--- src/hdl/bgp_map.vh ---
// Register offsets, field positions, reset values and command codes for the bank port
`ifndef BGP_MAP_VH
`define BGP_MAP_VH
`define BGP_ADDR_W 4
`define BGP_OFS_DIR 4'h0
`define BGP_OFS_OUT 4'h1
`define BGP_OFS_IN 4'h2
`define BGP_OFS_BANK 4'h3
`define BGP_OFS_CMD 4'h4
`define BGP_OFS_STAT 4'h5
`define BGP_DIR_RST 16'h0000
`define BGP_OUT_RST 16'h0000
`define BGP_BANK_MAIN 1'b0
`define BGP_BANK_AUX 1'b1
`define BGP_CMD_INPUT 3'h0
`define BGP_CMD_OUTPUT 3'h1
`define BGP_CMD_MAIN 3'h2
`define BGP_CMD_AUX 3'h3
`define BGP_CMD_SAMPLE 3'h4
`define BGP_CMD_OP_LSB 8
`define BGP_CMD_OP_MSB 10
`define BGP_CMD_PIN_MSB 3
`endif

--- src/hdl/bgp_sync.v ---
// Input synchroniser for the sensed pin levels
`timescale 1ns/10ps
module bgp_sync #(
  parameter W = 16
) (
  input wire mclk,
  input wire arst_n,
  input wire [W-1:0] d,
  output reg [W-1:0] q
);
  reg [W-1:0] meta_q;

  // Two flops; first stage read only by the second
  always @(posedge mclk or negedge arst_n) begin
    if (!arst_n) begin
      meta_q <= {W{1'b0}};
      q <= {W{1'b0}};
    end else begin
      meta_q <= d;
      q <= meta_q;
    end
  end
endmodule // bgp_sync

--- src/hdl/bgp_bank.v ---
// One bank of direction bits and output latches
`timescale 1ns/10ps
`include "bgp_map.vh"
module bgp_bank #(
  parameter W = 16
) (
  input wire mclk,
  input wire arst_n,
  input wire sel,
  input wire dir_we,
  input wire out_we,
  input wire [W-1:0] wdata,
  input wire [W-1:0] set_in,
  input wire [W-1:0] set_out,
  output reg [W-1:0] dir_q,
  output reg [W-1:0] out_q
);
  // Full-width reset words, cut to the bank width on purpose
  localparam [15:0] DIR_RST = `BGP_DIR_RST;
  localparam [15:0] OUT_RST = `BGP_OUT_RST;

  // Writes land only when this bank is selected
  always @(posedge mclk or negedge arst_n) begin
    if (!arst_n) begin
      dir_q <= DIR_RST[W-1:0];
      out_q <= OUT_RST[W-1:0];
    end else if (sel) begin
      if (dir_we)
        dir_q <= wdata;
      else
        dir_q <= (dir_q | set_out) & ~set_in;
      if (out_we)
        out_q <= wdata;
    end
  end
endmodule // bgp_bank

--- src/hdl/bgp_port.v ---
// Banked general-purpose pin port with per-pin direction
// How it works
// - After reset every pin of both banks is an input.
// - Writing 0 to a direction bit makes that pin an input.
// - Input state register returns the level sensed on the pin.
// - Latch writes on input pins are stored but not driven.
// - Turning a pin to output drives the last latched value at once.
// - Pin indices span 0 to 15, or 0 to 7 on the small variant.
// - Sampling operations force their pin to input first.
// - Bank select value 0 picks main bank, 1 picks auxiliary.
// - Auxiliary bank adds 16 pins; one bank reachable at a time.
// - Chosen bank stays until another select or reset.
// - Banks keep independent state; one never disturbs the other.
// - Select accepted always; auxiliary pins exist only when enabled.
// - Dedicated commands select main or auxiliary bank directly.
//
// Chosen here: the strobed register port and the register offsets.
`timescale 1ns/10ps
`include "bgp_map.vh"
module bgp_port #(
  parameter NPIN = 16,
  parameter HAS_AUX = 1
) (
  input wire mclk,
  input wire arst_n,
  input wire [3:0] addr,
  input wire [15:0] wdata,
  input wire wr,
  input wire rd,
  output reg [15:0] rdata,
  input wire [NPIN-1:0] main_pin_i,
  output reg [NPIN-1:0] main_pin_o,
  output reg [NPIN-1:0] main_pin_oe,
  input wire [NPIN-1:0] aux_pin_i,
  output reg [NPIN-1:0] aux_pin_o,
  output reg [NPIN-1:0] aux_pin_oe
);
  reg bank_q;
  wire [NPIN-1:0] main_dir;
  wire [NPIN-1:0] main_out;
  wire [NPIN-1:0] aux_dir;
  wire [NPIN-1:0] aux_out;
  wire [NPIN-1:0] main_in;
  wire [NPIN-1:0] aux_in;
  wire [NPIN-1:0] wd = wdata[NPIN-1:0];
  wire [2:0] op = wdata[`BGP_CMD_OP_MSB:`BGP_CMD_OP_LSB];
  wire [3:0] pin = wdata[`BGP_CMD_PIN_MSB:0];
  wire cmd_we = wr && (addr == `BGP_OFS_CMD);
  wire pin_ok = ({28'h0, pin} < NPIN);
  reg [NPIN-1:0] set_in;
  reg [NPIN-1:0] set_out;
  reg [NPIN-1:0] one_hot;
  reg [15:0] rd_dir;
  reg [15:0] rd_out;
  reg [15:0] rd_in;
  integer i;

  // Zero-extend the selected bank to the bus; a zero-width pad is
  // illegal, so the upper bits are cleared first instead
  always @* begin
    rd_dir = 16'h0000;
    rd_out = 16'h0000;
    rd_in = 16'h0000;
    rd_dir[NPIN-1:0] = bank_q ? aux_dir : main_dir;
    rd_out[NPIN-1:0] = bank_q ? aux_out : main_out;
    rd_in[NPIN-1:0] = bank_q ? aux_in : main_in;
  end

  // Per-pin command decode; out of range indices are ignored
  always @* begin
    one_hot = {NPIN{1'b0}};
    for (i = 0; i < NPIN; i = i + 1)
      one_hot[i] = pin_ok && (pin == i[3:0]);
    set_in = {NPIN{1'b0}};
    set_out = {NPIN{1'b0}};
    if (cmd_we && (op == `BGP_CMD_INPUT || op == `BGP_CMD_SAMPLE))
      set_in = one_hot;
    if (cmd_we && op == `BGP_CMD_OUTPUT)
      set_out = one_hot;
  end

  // Bank select register, kept until next select or reset
  always @(posedge mclk or negedge arst_n) begin
    if (!arst_n) begin
      bank_q <= `BGP_BANK_MAIN;
    end else if (wr && addr == `BGP_OFS_BANK) begin
      bank_q <= wdata[0];
    end else if (cmd_we && op == `BGP_CMD_MAIN) begin
      bank_q <= `BGP_BANK_MAIN;
    end else if (cmd_we && op == `BGP_CMD_AUX) begin
      bank_q <= `BGP_BANK_AUX;
    end
  end

  bgp_bank #(.W(NPIN)) u_main (
    .mclk(mclk),
    .arst_n(arst_n),
    .sel(bank_q == `BGP_BANK_MAIN),
    .dir_we(wr && addr == `BGP_OFS_DIR),
    .out_we(wr && addr == `BGP_OFS_OUT),
    .wdata(wd),
    .set_in(set_in),
    .set_out(set_out),
    .dir_q(main_dir),
    .out_q(main_out)
  );

  bgp_bank #(.W(NPIN)) u_aux (
    .mclk(mclk),
    .arst_n(arst_n),
    .sel(bank_q == `BGP_BANK_AUX),
    .dir_we(wr && addr == `BGP_OFS_DIR),
    .out_we(wr && addr == `BGP_OFS_OUT),
    .wdata(wd),
    .set_in(set_in),
    .set_out(set_out),
    .dir_q(aux_dir),
    .out_q(aux_out)
  );

  bgp_sync #(.W(NPIN)) u_sync_main (
    .mclk(mclk),
    .arst_n(arst_n),
    .d(main_pin_i),
    .q(main_in)
  );

  bgp_sync #(.W(NPIN)) u_sync_aux (
    .mclk(mclk),
    .arst_n(arst_n),
    .d(aux_pin_i),
    .q(aux_in)
  );

  // Pin drivers registered; aux bank silent when not fitted
  always @(posedge mclk or negedge arst_n) begin
    if (!arst_n) begin
      main_pin_o <= {NPIN{1'b0}};
      main_pin_oe <= {NPIN{1'b0}};
      aux_pin_o <= {NPIN{1'b0}};
      aux_pin_oe <= {NPIN{1'b0}};
    end else begin
      main_pin_o <= main_out & main_dir;
      main_pin_oe <= main_dir;
      aux_pin_o <= (HAS_AUX != 0) ? (aux_out & aux_dir) : {NPIN{1'b0}};
      aux_pin_oe <= (HAS_AUX != 0) ? aux_dir : {NPIN{1'b0}};
    end
  end

  // Read mux for the selected bank; unmapped reads give zero
  always @(posedge mclk or negedge arst_n) begin
    if (!arst_n) begin
      rdata <= 16'h0000;
    end else if (rd) begin
      case (addr)
        `BGP_OFS_DIR:
          rdata <= rd_dir;
        `BGP_OFS_OUT:
          rdata <= rd_out;
        `BGP_OFS_IN:
          rdata <= rd_in;
        `BGP_OFS_BANK:
          rdata <= {15'h0000, bank_q};
        default:
          rdata <= 16'h0000;
      endcase
    end else begin
      rdata <= 16'h0000;
    end
  end
endmodule // bgp_port

--- config.mk ---
export PLATFORM = sky130hd
export DESIGN_NAME = bgp_port
export DESIGN_NICKNAME = d
export VERILOG_FILES = /design/src/hdl/bgp_sync.v /design/src/hdl/bgp_bank.v /design/src/hdl/bgp_port.v
export VERILOG_INCLUDE_DIRS = /design/src /design/src/hdl
export SDC_FILE = /design/constraint.sdc
export NUM_CORES = 1
export LEC_CHECK = 0
export BUFFER_PORTS_ARGS = -buffer_cell sky130_fd_sc_hd__buf_2
export CORE_MARGIN = 2
export CORE_UTILIZATION = 45
export DETAILED_ROUTE_END_ITERATION = 10
export PLACE_DENSITY = 0.66
export SETUP_SLACK_MARGIN = 0.2
export SYNTH_ARGS = -nofsm -noshare
export SYNTH_HDL_FRONTEND = slang
export SYNTH_HIERARCHICAL = 1
export SYNTH_SLANG_ARGS = --single-unit
export TNS_END_PERCENT = 50
--- constraint.sdc ---
create_clock -name mclk -period 3.21 [get_ports mclk]
set_input_delay 0.642 -clock mclk [delete_from_list [all_inputs] [get_ports mclk]]
set_output_delay 0.642 -clock mclk [all_outputs]
set_load 0.1 [all_outputs]
* After elaboration in Yosys (flattened, before gate mapping)
Cells that the tools add are included.
** Storage, ports and cells
- Input port bits :: 56
- Register bits after elaboration :: 209
** Operators by class
- Muxes and demuxes :: 12
- Equal/unequal tests :: 23
- Reduce and logical (&&, ||, !) cells :: 15
- Bitwise gates (word level) :: 8
** Operator list (count)
- two-way mux 16 bit :: 8
- bitwise AND 16 bit :: 4
- one-hot mux 16 bit (4 select lines) :: 1
- equality test 4 bit (second input constant) :: 8
- OR 16 bit :: 2
- equality test 4 x 3 -> 1 bit (second input constant) :: 5
- equality test 4 x 2 -> 1 bit (second input constant) :: 4
- NOT 16 bit :: 1
- equality test 4 x 1 -> 1 bit (second input constant) :: 2
- logical AND 1 bit :: 8
- zero test 4 bit :: 2
- equality test 3 x 2 -> 1 bit (second input constant) :: 2
- AND reduction 2 bit :: 2
- equality test 3 x 1 -> 1 bit (second input constant) :: 1
- equality test 3 bit (second input constant) :: 1
- zero test 3 bit :: 1
- two-way mux 1 bit :: 3
- nonzero test 3 bit :: 1
- logical OR 1 bit :: 1
- NOT 1 bit :: 1

* Longest topological paths before layout
Gate-level depths: netlist of the first run.
- Depth in word-level cells :: 7
- Mapped depth :: 8
- Mapped depth without buffers :: 7

* Modules after synthesis
The synthesis of the first run kept the hierarchy.
** By module, submodules not included
- bgp_port :: area each 3477.1 um^2, cells each 291, instances 1, sequential area each 2026.9 um^2
- bgp_bank :: area each 1413.9 um^2, cells each 123, instances 2, sequential area each 800.8 um^2
- bgp_sync :: area each 800.8 um^2, cells each 32, instances 2, sequential area each 800.8 um^2

* Worst setup path before layout of the first run
No wires, ideal clock.
- Path kind :: input to register
- Start point :: input port addr[1]
- End point :: register u_aux.out_q[10]
- Cell stages on the path :: 7
- Setup time :: 0.125 ns
- Required time :: 3.085 ns
- Setup slack :: 0.687 ns
- Arrival :: 2.398 ns
- Buffers on the path :: 3
- Cell sequence :: buf_6 > nor4b_2 > clkbuf_1 > and2_1 > nand2_4 > buf_6 > mux2_4
** On the way
- Word-level cells in the longest chain between the ends :: 3
** RTL lines
- from (decl) :: line bgp_port.v:26 : input wire [3:0] addr,
- equality test 4 x 1 -> 1 bit (no line)
- logical AND 1 bit (no line)
- AND reduction 2 bit (no line)
- to (signal assigned) :: line bgp_bank.v:26 : out_q <= OUT_RST[W-1:0];
- to (signal assigned) :: line bgp_bank.v:33 : out_q <= wdata;
- to (decl) :: line bgp_bank.v:16 : output reg [W-1:0] out_q
No other way between the ends.
A chain may end at the register's enable or synchronous reset.

==> run_summary.xml, run 1 <==
<?xml version="1.0" encoding="UTF-8"?>
<metrics>
  <group name="detailed_routing">
    <metric name="drt_pre_antenna_iters" unit="">6</metric>
    <metric name="route.top_layer_used" unit="">met4</metric>
    <metric name="met1_wl" unit="um">7550</metric>
    <metric name="dr_total_vias" unit="">5189</metric>
    <metric name="met3_length" unit="um">1460</metric>
    <metric name="finalWirelength" unit="um">17700</metric>
    <metric name="route.antenna.remaining_nets" unit="">0</metric>
    <metric name="route.met2.wl" unit="um">8430</metric>
    <metric name="drt_iter0_drc" unit="">369</metric>
    <metric name="post_drt_via_cell_ratio" unit="">5.29</metric>
    <metric name="route.detailed.drc" unit="">0</metric>
    <metric name="wire_per_inst" unit="um">18.1</metric>
  </group>
  <group name="yosys">
    <metric name="ys_warn_count" unit="">6</metric>
    <metric name="asyncSetResetFlopFracSynth" unit="%">100</metric>
    <metric name="synth_top_cells_by_count" unit="">dfrtp_1 (209), mux2_2 (58), a21oi_1 (52), nand2_1 (52), and2_1 (34)</metric>
    <metric name="synth_top_area_cell" unit="">dfrtp_1</metric>
    <metric name="ys_top_cells_by_area" unit="">dfrtp_1 (66%), mux2_2 (8.3%), mux2_4 (3.8%), a21oi_1 (3.3%), and2_1 (2.7%)</metric>
    <metric name="syn_area_per_cell" unit="um^2">13.2</metric>
    <metric name="post_synth_cell_types" unit="">31</metric>
    <metric name="syn_nets" unit="">657</metric>
    <metric name="most_used_standard_cell_by_instance_count_after_synthesis" unit="">dfrtp_1</metric>
    <metric name="synth_ff_type" unit="">dfrtp_1</metric>
    <metric name="ys_seq_elements" unit="">209</metric>
    <metric name="yosysSeqAreaShare" unit="%">66.1</metric>
    <metric name="synth_enable_flop_cells" unit="">0</metric>
    <metric name="syn-instance-count" unit="">601</metric>
    <metric name="synth_largest_type_area_fraction" unit="%">66.1</metric>
    <metric name="netlist_area" unit="um^2">7910</metric>
  </group>
  <group name="worst_setup_path">
    <metric name="critical-path-max-stage-delay" unit="ns">0.60</metric>
    <metric name="worst_ep_arrival_time" unit="ns">2.76</metric>
    <metric name="cp_cell_sequence" unit="">buf_4 -&gt; buf_4 -&gt; nand2_1 -&gt; o22ai_1 -&gt; a21oi_1</metric>
    <metric name="regToRegEndpoint" unit="">u_aux/dir_q[3]</metric>
    <metric name="regToRegSetupSlack" unit="ns">0.80</metric>
    <metric name="crit-reg2reg-launch" unit="">bank_q</metric>
    <metric name="worst-path-max-fanout" unit="">62</metric>
    <metric name="crit_path_frequent_cell" unit="">buf_4</metric>
    <metric name="worst-r2r-cell-count" unit="">5</metric>
    <metric name="crit_required" unit="ns">3.56</metric>
    <metric name="path_buf_inv" unit="">2</metric>
    <metric name="path_class" unit="">reg -&gt; reg</metric>
    <metric name="cpMaxStageDelayCell" unit="">buf_4</metric>
    <metric name="path_delay_family" unit="">buffers and inverters</metric>
    <metric name="crit_path_end_kind" unit="">flip-flop</metric>
    <metric name="startpoint_type" unit="">flip-flop</metric>
  </group>
  <group name="global_routing">
    <metric name="global_route.usage.total" unit="%">19.3</metric>
    <metric name="grt_pass1_wl" unit="um">28100</metric>
    <metric name="grt_antenna_before_repair" unit="">0</metric>
    <metric name="globalRoute.totalOverflow" unit="">0</metric>
    <metric name="grt_start_max_net_pins" unit="">91</metric>
    <metric name="grt_pass1_vias" unit="">5349</metric>
  </group>
  <group name="place">
    <metric name="place.gp.congestion" unit="">0.901</metric>
    <metric name="portBuffers" unit="">135</metric>
    <metric name="place_hpwl" unit="um">11800</metric>
    <metric name="placed_cells_incl_taps" unit="">943</metric>
  </group>
  <group name="power_and_ir_drop">
    <metric name="sw_frac_of_total" unit="%">28.4</metric>
    <metric name="powerDensity" unit="nW/um^2">731</metric>
    <metric name="p_int" unit="mW">5.02</metric>
    <metric name="share_seq_of_total_power" unit="%">43.2</metric>
    <metric name="vdd.ir_drop.worst" unit="mV">0.411</metric>
    <metric name="netSwitchingPower" unit="mW">1.99</metric>
    <metric name="comb_power_share" unit="%">18.3</metric>
    <metric name="static-leakage-power" unit="nW">4.64</metric>
    <metric name="clock_power_share" unit="%">38.5</metric>
  </group>
  <group name="die">
    <metric name="dieWidth" unit="um">137</metric>
    <metric name="design.die.area" unit="um^2">18600</metric>
    <metric name="floorplan.io_pins" unit="">136</metric>
    <metric name="dieHeight" unit="um">137</metric>
    <metric name="rows" unit="">48</metric>
    <metric name="coreArea" unit="um^2">17200</metric>
    <metric name="initial_core_util" unit="%">45.9</metric>
  </group>
  <group name="sta">
    <metric name="count_of_final_setup_violators" unit="">0</metric>
    <metric name="fin_tns_setup" unit="ns">0</metric>
    <metric name="max_freq" unit="MHz">416</metric>
    <metric name="setup_repair_after_global_routing_missed_its_margin" unit="">no</metric>
    <metric name="final_hold_viol_count" unit="">0</metric>
    <metric name="final.setup_skew" unit="ns">0.0152</metric>
    <metric name="transition_at_the_pin_with_the_smallest_max_transition_slack" unit="ns">0.744</metric>
    <metric name="period_share" unit="%">74.9</metric>
    <metric name="max_slew_violation_count" unit="">0</metric>
    <metric name="post-route-min-period" unit="ns">2.41</metric>
    <metric name="timing.max_slew.rel_slack" unit="%">50.4</metric>
  </group>
  <group name="finish">
    <metric name="nNetsFinal" unit="">797</metric>
    <metric name="layout_cells_sized_above_1" unit="%">35.5</metric>
    <metric name="num_antenna_cells" unit="">0</metric>
    <metric name="layout-area-overhead-vs-synth" unit="%">21.2</metric>
    <metric name="post_layout_nonfiller_instances" unit="">980</metric>
  </group>
  <group name="cts">
    <metric name="post_cts_setup_buffers" unit="">0</metric>
    <metric name="insertion_delay" unit="ns">0.50</metric>
    <metric name="cts_root_buffer" unit="">clkbuf_16</metric>
    <metric name="clk_pin_slew_worst_paths" unit="ns">0.06</metric>
    <metric name="cts.sink_count" unit="">209</metric>
    <metric name="h-tree-depth" unit="">1</metric>
    <metric name="cts_inserted_buffers" unit="">21</metric>
    <metric name="cts.hold.buffers_added" unit="">0</metric>
    <metric name="clockBufferDepth" unit="">3</metric>
    <metric name="tritoncts" unit="">yes</metric>
    <metric name="postCtsResizedCells" unit="">0</metric>
  </group>
  <group name="min_path">
    <metric name="min_path_type" unit="">in -&gt; async</metric>
  </group>
  <group name="run_status">
    <metric name="status" unit="">finished, final reports clean</metric>
  </group>
  <group name="run">
    <metric name="max-cap-violations" unit="">0</metric>
  </group>
</metrics>
## layer usage
metal | track usage, % | up-vias
li1 | - | 2375
met1 | 26.0 | 2564
met2 | 31.0 | 220
met3 | 5.19 | 30
met4 | 5.44 | 0
met5 | 0 | -
## logic make-up after synthesis
group,Yosys count,synth area share (%)
DFF,209,66.1
and+or+nand+nor,149,10.0
AOI/OAI and AO/OA,133,9.48
muxes,79,12.2
buffers and inverters,31,2.17
## metrics by stage
stage                     util [%]  hold slack (ns)  setup slack (ns)  instance area, um^2  total power, mW
after detailed placement      51.1            0.335             0.613                 8810             4.35
after CTS                     55.6            0.207             0.843                 9590             7.06
after global placement        51.1            0.333             0.721                 8810             4.31
after floorplan                  -            0.331             0.687                 7910             4.04
after global routing          55.6            0.222             0.686                 9590             7.27
final                         55.6            0.177             0.804                 9590             7.01
## how the worst max path moves through the flow
stage                     startpoint         endpoint  slack [ns]  depth (start not counted)
after detailed placement     addr[0]  u_main/dir_q[8]        0.61                          7
after CTS                     bank_q   u_aux/dir_q[3]        0.84                          5
final                         bank_q   u_aux/dir_q[3]        0.80                          5
after global placement       addr[0]   u_aux/dir_q[8]        0.72                          7
after floorplan              addr[1]  u_aux/out_q[10]        0.69                          7
after global routing          bank_q  u_aux/dir_q[12]        0.69                          5
## sequential cells by signal, summed over array words and instances (netlist names)
signal / count
u_sync_aux/q: 16
u_aux/out_q: 16
u_main/dir_q: 16
u_sync_main/meta_q: 16
bank_q: 1
u_aux/dir_q: 16
u_sync_aux/meta_q: 16
u_main/out_q: 16
rdata: 16
main_pin_oe: 16
main_pin_o: 16
u_sync_main/q: 16
aux_pin_o: 16
aux_pin_oe: 16
## layout by cell type (no fill, tap or decap), types with 2 or more instances in the layout
master / count
inv_1: 3
clkinv_2: 2
nor3_1: 8
buf_2: 134
nand3_1: 3
nand2_1: 52
nand2_4: 2
o21ai_0: 33
clkbuf_1: 2
dfrtp_1: 208
and2_1: 34
a21oi_1: 52
clkbuf_16: 21
clkbuf_8: 6
buf_4: 9
nand2b_1: 10
bufinv_16: 5
a22oi_1: 15
nand3b_1: 2
o22ai_1: 30
nor4b_4: 2
o21a_1: 2
nor2_1: 30
nor4b_2: 2
mux2_2: 58
mux2_4: 20
## power by group through the flow
stage | Clock [mW] | Sequential, mW | Combinational (mW)
2_1_floorplan | 0 | 3.47 | 0.572
3_3_place_gp | 0 | 3.06 | 1.24
3_5_place_dp | 0 | 3.08 | 1.28
4_1_cts | 2.75 | 3.03 | 1.28
5_1_grt | 2.86 | 3.06 | 1.35
6_report | 2.70 | 3.03 | 1.28
## cell type report
| type | count | area (um^2) |
|---|---|---|
| inverter | 3 | 11.3 |
| clock buffer | 28 | 602 |
| timing repair buffer | 145 | 772 |
| tap | 225 | 282 |
| sequential | 209 | 5230 |
| fill | 1444 | 7650 |
| multi-input combinational | 361 | 2510 |
| clock inverter | 9 | 176 |
Note: power is estimated with default switching activity, not from simulation.
==> inputs of run 2 (changes only) <==
Clock period 3.21 ns to 2.45 ns, I/O delays scaled along.
==> run_summary.xml, run 2 (synthesized netlist as in run 1, its figures left out) <==
<?xml version="1.0" encoding="UTF-8"?>
<metrics>
  <group name="run_status">
    <metric name="status" unit="">finished, violations left</metric>
    <metric name="failed_checks" unit="">negative hold slack</metric>
  </group>
  <group name="finish">
    <metric name="nNetsFinal" unit="">799</metric>
    <metric name="layout.cells.most_common_list" unit="">dfrtp_1 (208), buf_2 (134), mux2_2 (58)</metric>
    <metric name="layout-area-overhead-vs-synth" unit="%">21.3</metric>
    <metric name="post_layout_nonfiller_instances" unit="">981</metric>
    <metric name="num_antenna_cells" unit="">0</metric>
    <metric name="mostFrequentLayoutCell" unit="">dfrtp_1</metric>
    <metric name="layout_cells_sized_above_1" unit="%">35.7</metric>
  </group>
  <group name="die">
    <metric name="floorplan.io_pins" unit="">136</metric>
    <metric name="rows" unit="">48</metric>
    <metric name="dieHeight" unit="um">137</metric>
    <metric name="initial_core_util" unit="%">45.9</metric>
    <metric name="coreArea" unit="um^2">17200</metric>
    <metric name="design.die.area" unit="um^2">18600</metric>
    <metric name="dieWidth" unit="um">137</metric>
  </group>
  <group name="detailed_routing">
    <metric name="dr_total_vias" unit="">5173</metric>
    <metric name="drt_iter0_drc" unit="">277</metric>
    <metric name="route.detailed.drc" unit="">0</metric>
    <metric name="finalWirelength" unit="um">17100</metric>
    <metric name="wire_per_inst" unit="um">17.5</metric>
    <metric name="drt_pre_antenna_iters" unit="">5</metric>
    <metric name="post_drt_via_cell_ratio" unit="">5.27</metric>
    <metric name="route.antenna.remaining_nets" unit="">0</metric>
  </group>
  <group name="power_and_ir_drop">
    <metric name="vdd.ir_drop.worst" unit="mV">0.610</metric>
    <metric name="p_int" unit="mW">6.34</metric>
    <metric name="static-leakage-power" unit="nW">4.63</metric>
    <metric name="comb_power_share" unit="%">18.8</metric>
    <metric name="share_seq_of_total_power" unit="%">44.5</metric>
    <metric name="powerDensity" unit="nW/um^2">931</metric>
    <metric name="netSwitchingPower" unit="mW">2.59</metric>
    <metric name="clock_power_share" unit="%">36.7</metric>
    <metric name="sw_frac_of_total" unit="%">29.0</metric>
  </group>
  <group name="place">
    <metric name="place_hpwl" unit="um">11600</metric>
    <metric name="place.gp.congestion" unit="">0.884</metric>
    <metric name="portBuffers" unit="">135</metric>
    <metric name="placed_cells_incl_taps" unit="">945</metric>
  </group>
  <group name="sta">
    <metric name="max_slew_violation_count" unit="">0</metric>
    <metric name="post-route-min-period" unit="ns">1.92</metric>
    <metric name="max_freq" unit="MHz">521</metric>
    <metric name="setup_repair_after_global_routing_missed_its_margin" unit="">no</metric>
    <metric name="count_of_final_setup_violators" unit="">0</metric>
    <metric name="final.setup_skew" unit="ns">0.00734</metric>
    <metric name="transition_at_the_pin_with_the_smallest_max_transition_slack" unit="ns">0.627</metric>
    <metric name="period_share" unit="%">78.3</metric>
    <metric name="final_hold_viol_count" unit="">4</metric>
    <metric name="timing.max_slew.rel_slack" unit="%">58.1</metric>
    <metric name="fin_tns_setup" unit="ns">0</metric>
    <metric name="fin_hold_ws" unit="ns">-0.00667</metric>
  </group>
  <group name="global_routing">
    <metric name="grt_pass1_wl" unit="um">27400</metric>
    <metric name="grt_antenna_before_repair" unit="">0</metric>
    <metric name="globalRoute.totalOverflow" unit="">0</metric>
    <metric name="globalRouteMet1Util" unit="%">25.8</metric>
    <metric name="grt_most_used_layer" unit="">met2</metric>
    <metric name="grtUsageMet2" unit="%">30.5</metric>
    <metric name="global_route.usage.total" unit="%">18.8</metric>
    <metric name="met3_track_demand_over_resource" unit="%">3.48</metric>
    <metric name="grt_start_max_net_pins" unit="">84</metric>
    <metric name="grt_pass1_vias" unit="">5321</metric>
  </group>
  <group name="min_path">
    <metric name="min_path_type" unit="">in -&gt; async</metric>
  </group>
  <group name="cts">
    <metric name="clockBufferDepth" unit="">3</metric>
    <metric name="cts_inserted_buffers" unit="">21</metric>
    <metric name="cts.sink_count" unit="">209</metric>
    <metric name="clk_pin_slew_worst_paths" unit="ns">0.06</metric>
    <metric name="cts.hold.buffers_added" unit="">0</metric>
    <metric name="postCtsResizedCells" unit="">0</metric>
    <metric name="h-tree-depth" unit="">1</metric>
    <metric name="post_cts_setup_buffers" unit="">0</metric>
    <metric name="tritoncts" unit="">yes</metric>
    <metric name="cts_root_buffer" unit="">clkbuf_16</metric>
    <metric name="insertion_delay" unit="ns">0.49</metric>
  </group>
  <group name="worst_setup_path">
    <metric name="path_class" unit="">reg -&gt; reg</metric>
    <metric name="regToRegSetupSlack" unit="ns">0.53</metric>
    <metric name="worst-path-max-fanout" unit="">83</metric>
    <metric name="crit_path_end_kind" unit="">flip-flop</metric>
    <metric name="crit_required" unit="ns">2.85</metric>
    <metric name="worst_ep_arrival_time" unit="ns">2.32</metric>
    <metric name="startpoint_type" unit="">flip-flop</metric>
    <metric name="regToRegEndpoint" unit="">u_main/dir_q[3]</metric>
    <metric name="worst-r2r-cell-count" unit="">5</metric>
    <metric name="crit-reg2reg-launch" unit="">bank_q</metric>
  </group>
  <group name="run">
    <metric name="max-cap-violations" unit="">0</metric>
  </group>
</metrics>
## run 2: changes by cell type in the layout (fill, tap and decap cells not counted)
cell	before	now
clkinvlp_4	1	5
buf_12	1	4
bufinv_16	5	3
buf_4	9	8
clkbuf_1	2	1
clkbuf_8	6	5
inv_6	1	0
nor4b_2	2	1
nor4b_4	2	3
## run 2: how the worst max path moves through the flow
stage / start / to / slack, ns / cells after the start
2_1_floorplan: addr[1] / u_aux/dir_q[1] / 0.19 / 8
3_5_place_dp: addr[0] / u_aux/dir_q[12] / 0.07 / 7
5_1_grt: bank_q / u_main/dir_q[0] / 0.39 / 5
6_report: bank_q / u_main/dir_q[3] / 0.53 / 5
3_3_place_gp: addr[0] / u_aux/dir_q[12] / 0.14 / 7
4_1_cts: bank_q / u_main/dir_q[3] / 0.56 / 5
## run 2: worst max-delay path, stage by stage (launching register included)
cell,delay (ns)
dfrtp_2,0.38
buf_12,0.36
inv_1,0.21
nand2_1,0.50
o22ai_1,0.17
a21oi_1,0.20
## run 2: final cells by class
type / count / area [um^2]
fill: 1424 / 7650
sequential: 209 / 5230
multi-input combinational: 361 / 2520
timing repair buffer: 147 / 825
clock buffer: 26 / 584
tap: 225 / 282
clock inverter: 10 / 138
inverter: 3 / 11.3
## run 2: power by group through the flow
stage / Clock (mW) / Sequential [mW] / Combinational (mW)
CTS: 3.35 / 3.97 / 1.68
detailed placement: 0 / 4.03 / 1.68
global route: 3.49 / 4.02 / 1.78
floorplan: 0 / 4.55 / 0.750
global placement: 0 / 4.02 / 1.64
finish: 3.28 / 3.97 / 1.68
## run 2: stage by stage
| stage | area (um^2) | util (%) | setup slack (ns) | total power [mW] |
|---|---|---|---|---|
| final | 9590 | 55.6 | 0.531 | 8.93 |
| after global routing | 9590 | 55.6 | 0.394 | 9.28 |
| after CTS | 9590 | 55.6 | 0.562 | 9.01 |
| after detailed placement | 8870 | 51.5 | 0.0696 | 5.71 |
| after global placement | 8870 | 51.5 | 0.144 | 5.65 |
| after floorplan | 7920 | - | 0.186 | 5.30 |
## run 2: per-layer routing
metal  wire length [um]  up-vias
met5                  0        -
met4                301        0
met3               1130       29
met2               8350      195
met1               7340     2574
li1                   -     2375
==> inputs of run 3 (changes only) <==
Clock period 2.45 ns to 1.8 ns, I/O delays scaled along.
==> run_summary.xml, run 3 (synthesized netlist as in run 1, its figures left out) <==
<?xml version="1.0" encoding="UTF-8"?>
<metrics>
  <group name="worst_setup_path">
    <metric name="critical-path-max-stage-delay" unit="ns">0.59</metric>
    <metric name="cpMaxStageDelayCell" unit="">or4b_4</metric>
    <metric name="crit_required" unit="ns">2.20</metric>
    <metric name="startpoint_type" unit="">input port</metric>
    <metric name="cp_cell_sequence" unit="">buf_6 -&gt; or4b_4 -&gt; nor4b_4 -&gt; buf_4 -&gt; nand3_4 -&gt; nor2_2 -&gt; o21ai_0 -&gt; a21oi_1</metric>
    <metric name="worst_ep_arrival_time" unit="ns">2.16</metric>
    <metric name="worst-path-max-fanout" unit="">4</metric>
    <metric name="crit_path_end_kind" unit="">flip-flop</metric>
    <metric name="path_class" unit="">in -&gt; reg</metric>
  </group>
  <group name="finish">
    <metric name="layout-area-overhead-vs-synth" unit="%">31.9</metric>
    <metric name="nNetsFinal" unit="">860</metric>
    <metric name="mostFrequentLayoutCell" unit="">dfrtp_1</metric>
    <metric name="layout.cells.most_common_list" unit="">dfrtp_1 (208), buf_2 (115), mux2_2 (58)</metric>
    <metric name="post_layout_nonfiller_instances" unit="">1043</metric>
    <metric name="fillCellCount" unit="">1329</metric>
    <metric name="num_antenna_cells" unit="">0</metric>
    <metric name="layout_cells_sized_above_1" unit="%">40.3</metric>
    <metric name="layout.cell_area.non_filler" unit="um^2">10400</metric>
  </group>
  <group name="sta">
    <metric name="timing.max_slew.rel_slack" unit="%">67.2</metric>
    <metric name="max_freq" unit="MHz">570</metric>
    <metric name="post-route-min-period" unit="ns">1.75</metric>
    <metric name="setup_repair_after_global_routing_missed_its_margin" unit="">yes</metric>
    <metric name="worst_slack" unit="ns">0.0461</metric>
    <metric name="period_share" unit="%">97.4</metric>
    <metric name="transition_at_the_pin_with_the_smallest_max_transition_slack" unit="ns">0.496</metric>
    <metric name="max_slew_violation_count" unit="">0</metric>
    <metric name="count_of_final_setup_violators" unit="">0</metric>
    <metric name="fin_hold_ws" unit="ns">0.162</metric>
    <metric name="final.setup_skew" unit="ns">0.0184</metric>
    <metric name="final_hold_viol_count" unit="">0</metric>
  </group>
  <group name="global_routing">
    <metric name="global_route.usage.total" unit="%">19.5</metric>
    <metric name="globalRoute.totalOverflow" unit="">0</metric>
    <metric name="grt_pass1_vias" unit="">5511</metric>
    <metric name="grt_pass1_wl" unit="um">28400</metric>
    <metric name="grt_start_max_net_pins" unit="">67</metric>
    <metric name="grt_antenna_before_repair" unit="">0</metric>
  </group>
  <group name="die">
    <metric name="initial_core_util" unit="%">45.9</metric>
    <metric name="dieHeight" unit="um">137</metric>
    <metric name="design.die.area" unit="um^2">18600</metric>
    <metric name="dieWidth" unit="um">137</metric>
    <metric name="rows" unit="">48</metric>
    <metric name="floorplan.io_pins" unit="">136</metric>
    <metric name="coreArea" unit="um^2">17200</metric>
  </group>
  <group name="cts">
    <metric name="tritoncts" unit="">yes</metric>
    <metric name="insertion_delay" unit="ns">0.49</metric>
    <metric name="h-tree-depth" unit="">1</metric>
    <metric name="cts_inserted_buffers" unit="">21</metric>
    <metric name="clk_pin_slew_worst_paths" unit="ns">0.06</metric>
    <metric name="clockBufferDepth" unit="">3</metric>
    <metric name="cts_root_buffer" unit="">clkbuf_16</metric>
    <metric name="cts.sink_count" unit="">209</metric>
  </group>
  <group name="detailed_routing">
    <metric name="post_drt_via_cell_ratio" unit="">5.32</metric>
    <metric name="drt_pre_antenna_iters" unit="">5</metric>
    <metric name="route.antenna.remaining_nets" unit="">0</metric>
    <metric name="wire_per_inst" unit="um">17.6</metric>
    <metric name="finalWirelength" unit="um">18400</metric>
    <metric name="route.detailed.drc" unit="">0</metric>
    <metric name="dr_total_vias" unit="">5545</metric>
    <metric name="drt_iter0_drc" unit="">371</metric>
  </group>
  <group name="power_and_ir_drop">
    <metric name="powerDensity" unit="nW/um^2">1200</metric>
    <metric name="fin_total_pwr" unit="mW">12.5</metric>
    <metric name="static-leakage-power" unit="nW">4.94</metric>
    <metric name="vdd.ir_drop.worst" unit="mV">0.830</metric>
  </group>
  <group name="min_path">
    <metric name="min_path_type" unit="">in -&gt; reg</metric>
  </group>
  <group name="place">
    <metric name="placed_cells_incl_taps" unit="">963</metric>
    <metric name="place.gp.congestion" unit="">0.940</metric>
    <metric name="portBuffers" unit="">135</metric>
    <metric name="place_hpwl" unit="um">12200</metric>
    <metric name="dp_worst_setup_slack" unit="ns">-0.488</metric>
    <metric name="dpl_cell_area" unit="um^2">9060</metric>
  </group>
  <group name="run_status">
    <metric name="status" unit="">finished, final reports clean</metric>
  </group>
  <group name="run">
    <metric name="max-cap-violations" unit="">0</metric>
  </group>
</metrics>
-- run 3: cell count changes in the layout (fill, tap and decap cells not counted), sizes merged --
cell	change
clkinvlp	-1
clkbuf	+5
bufinv	+1
clkinv	+3
buf	+21
inv	-1
dlygate4sd3	+33
nand2	+1
-- run 3: metal layers --
metal	track usage [%]	share of wire (%)	up-vias	routed length, um
li1	-	-	2500	-
met1	26.9	41	2734	7530
met2	31.8	50	273	9200
met3	3.41	7.1	38	1310
met4	5.73	1.7	0	321
met5	0	0	-	0
-- run 3: metrics by stage --
stage	setup TNS [ns]	utilization, %
after global placement	-10.18	52.6
after detailed placement	-13.33	52.6
after CTS	0	59.2
after global routing	-0.0318	60.5
after floorplan	-6.12	-
final	0	60.5
-- run 3: cell type report --
cell class	count	area [um^2]	area share, %
Multi-Input combinational cell	362	2710	26.0
Tap cell	225	282	2.70
Inverter	3	15.0	0.144
Clock inverter	12	168	1.61
Sequential cell	209	5230	50.2
Clock buffer	25	561	5.38
Timing Repair Buffer	207	1460	14.0
-- run 3: what timing repair did --
item,in CTS,in global routing
hold endpoints to repair,63,0
setup endpoints to repair,98,118
hold buffers,33,0
pin swaps,16,12
resized for setup,31,35
gates cloned,0,2
setup buffers,1,7
-- run 3: final timing paths --
| check | start | endpoint | slack (ns) | cells past startpoint |
|---|---|---|---|---|
| min | wdata[11] | u_aux/out_q[11] | 0.16 | 2 |
| max in group asynchronous | arst_n | aux_pin_o[7] | 0.83 | 3 |
| min reg2reg | u_sync_main/meta_q[6] | u_sync_main/q[6] | 0.34 | 0 |
| max reg2reg | bank_q | rdata[6] | 0.19 | 4 |
| min in group asynchronous | arst_n | bank_q | 0.35 | 2 |
| max | addr[0] | u_aux/dir_q[13] | 0.05 | 8 |
-- run 3: critical path: cells and delay by family --
| family | cells | cell delay (ns) |
|---|---|---|
| compound gates | 2 | 0.29 |
| buf+inv | 2 | 0.28 |
| simple gates | 4 | 1.22 |
-- run 3: power by group --
group / leakage (nW) / switching (mW) / internal, mW
registers: 2.70 / 0.284 / 5.13
clock network: 0.352 / 1.71 / 2.80
logic: 1.89 / 1.61 / 0.944
total: 4.94 / 3.61 / 8.87
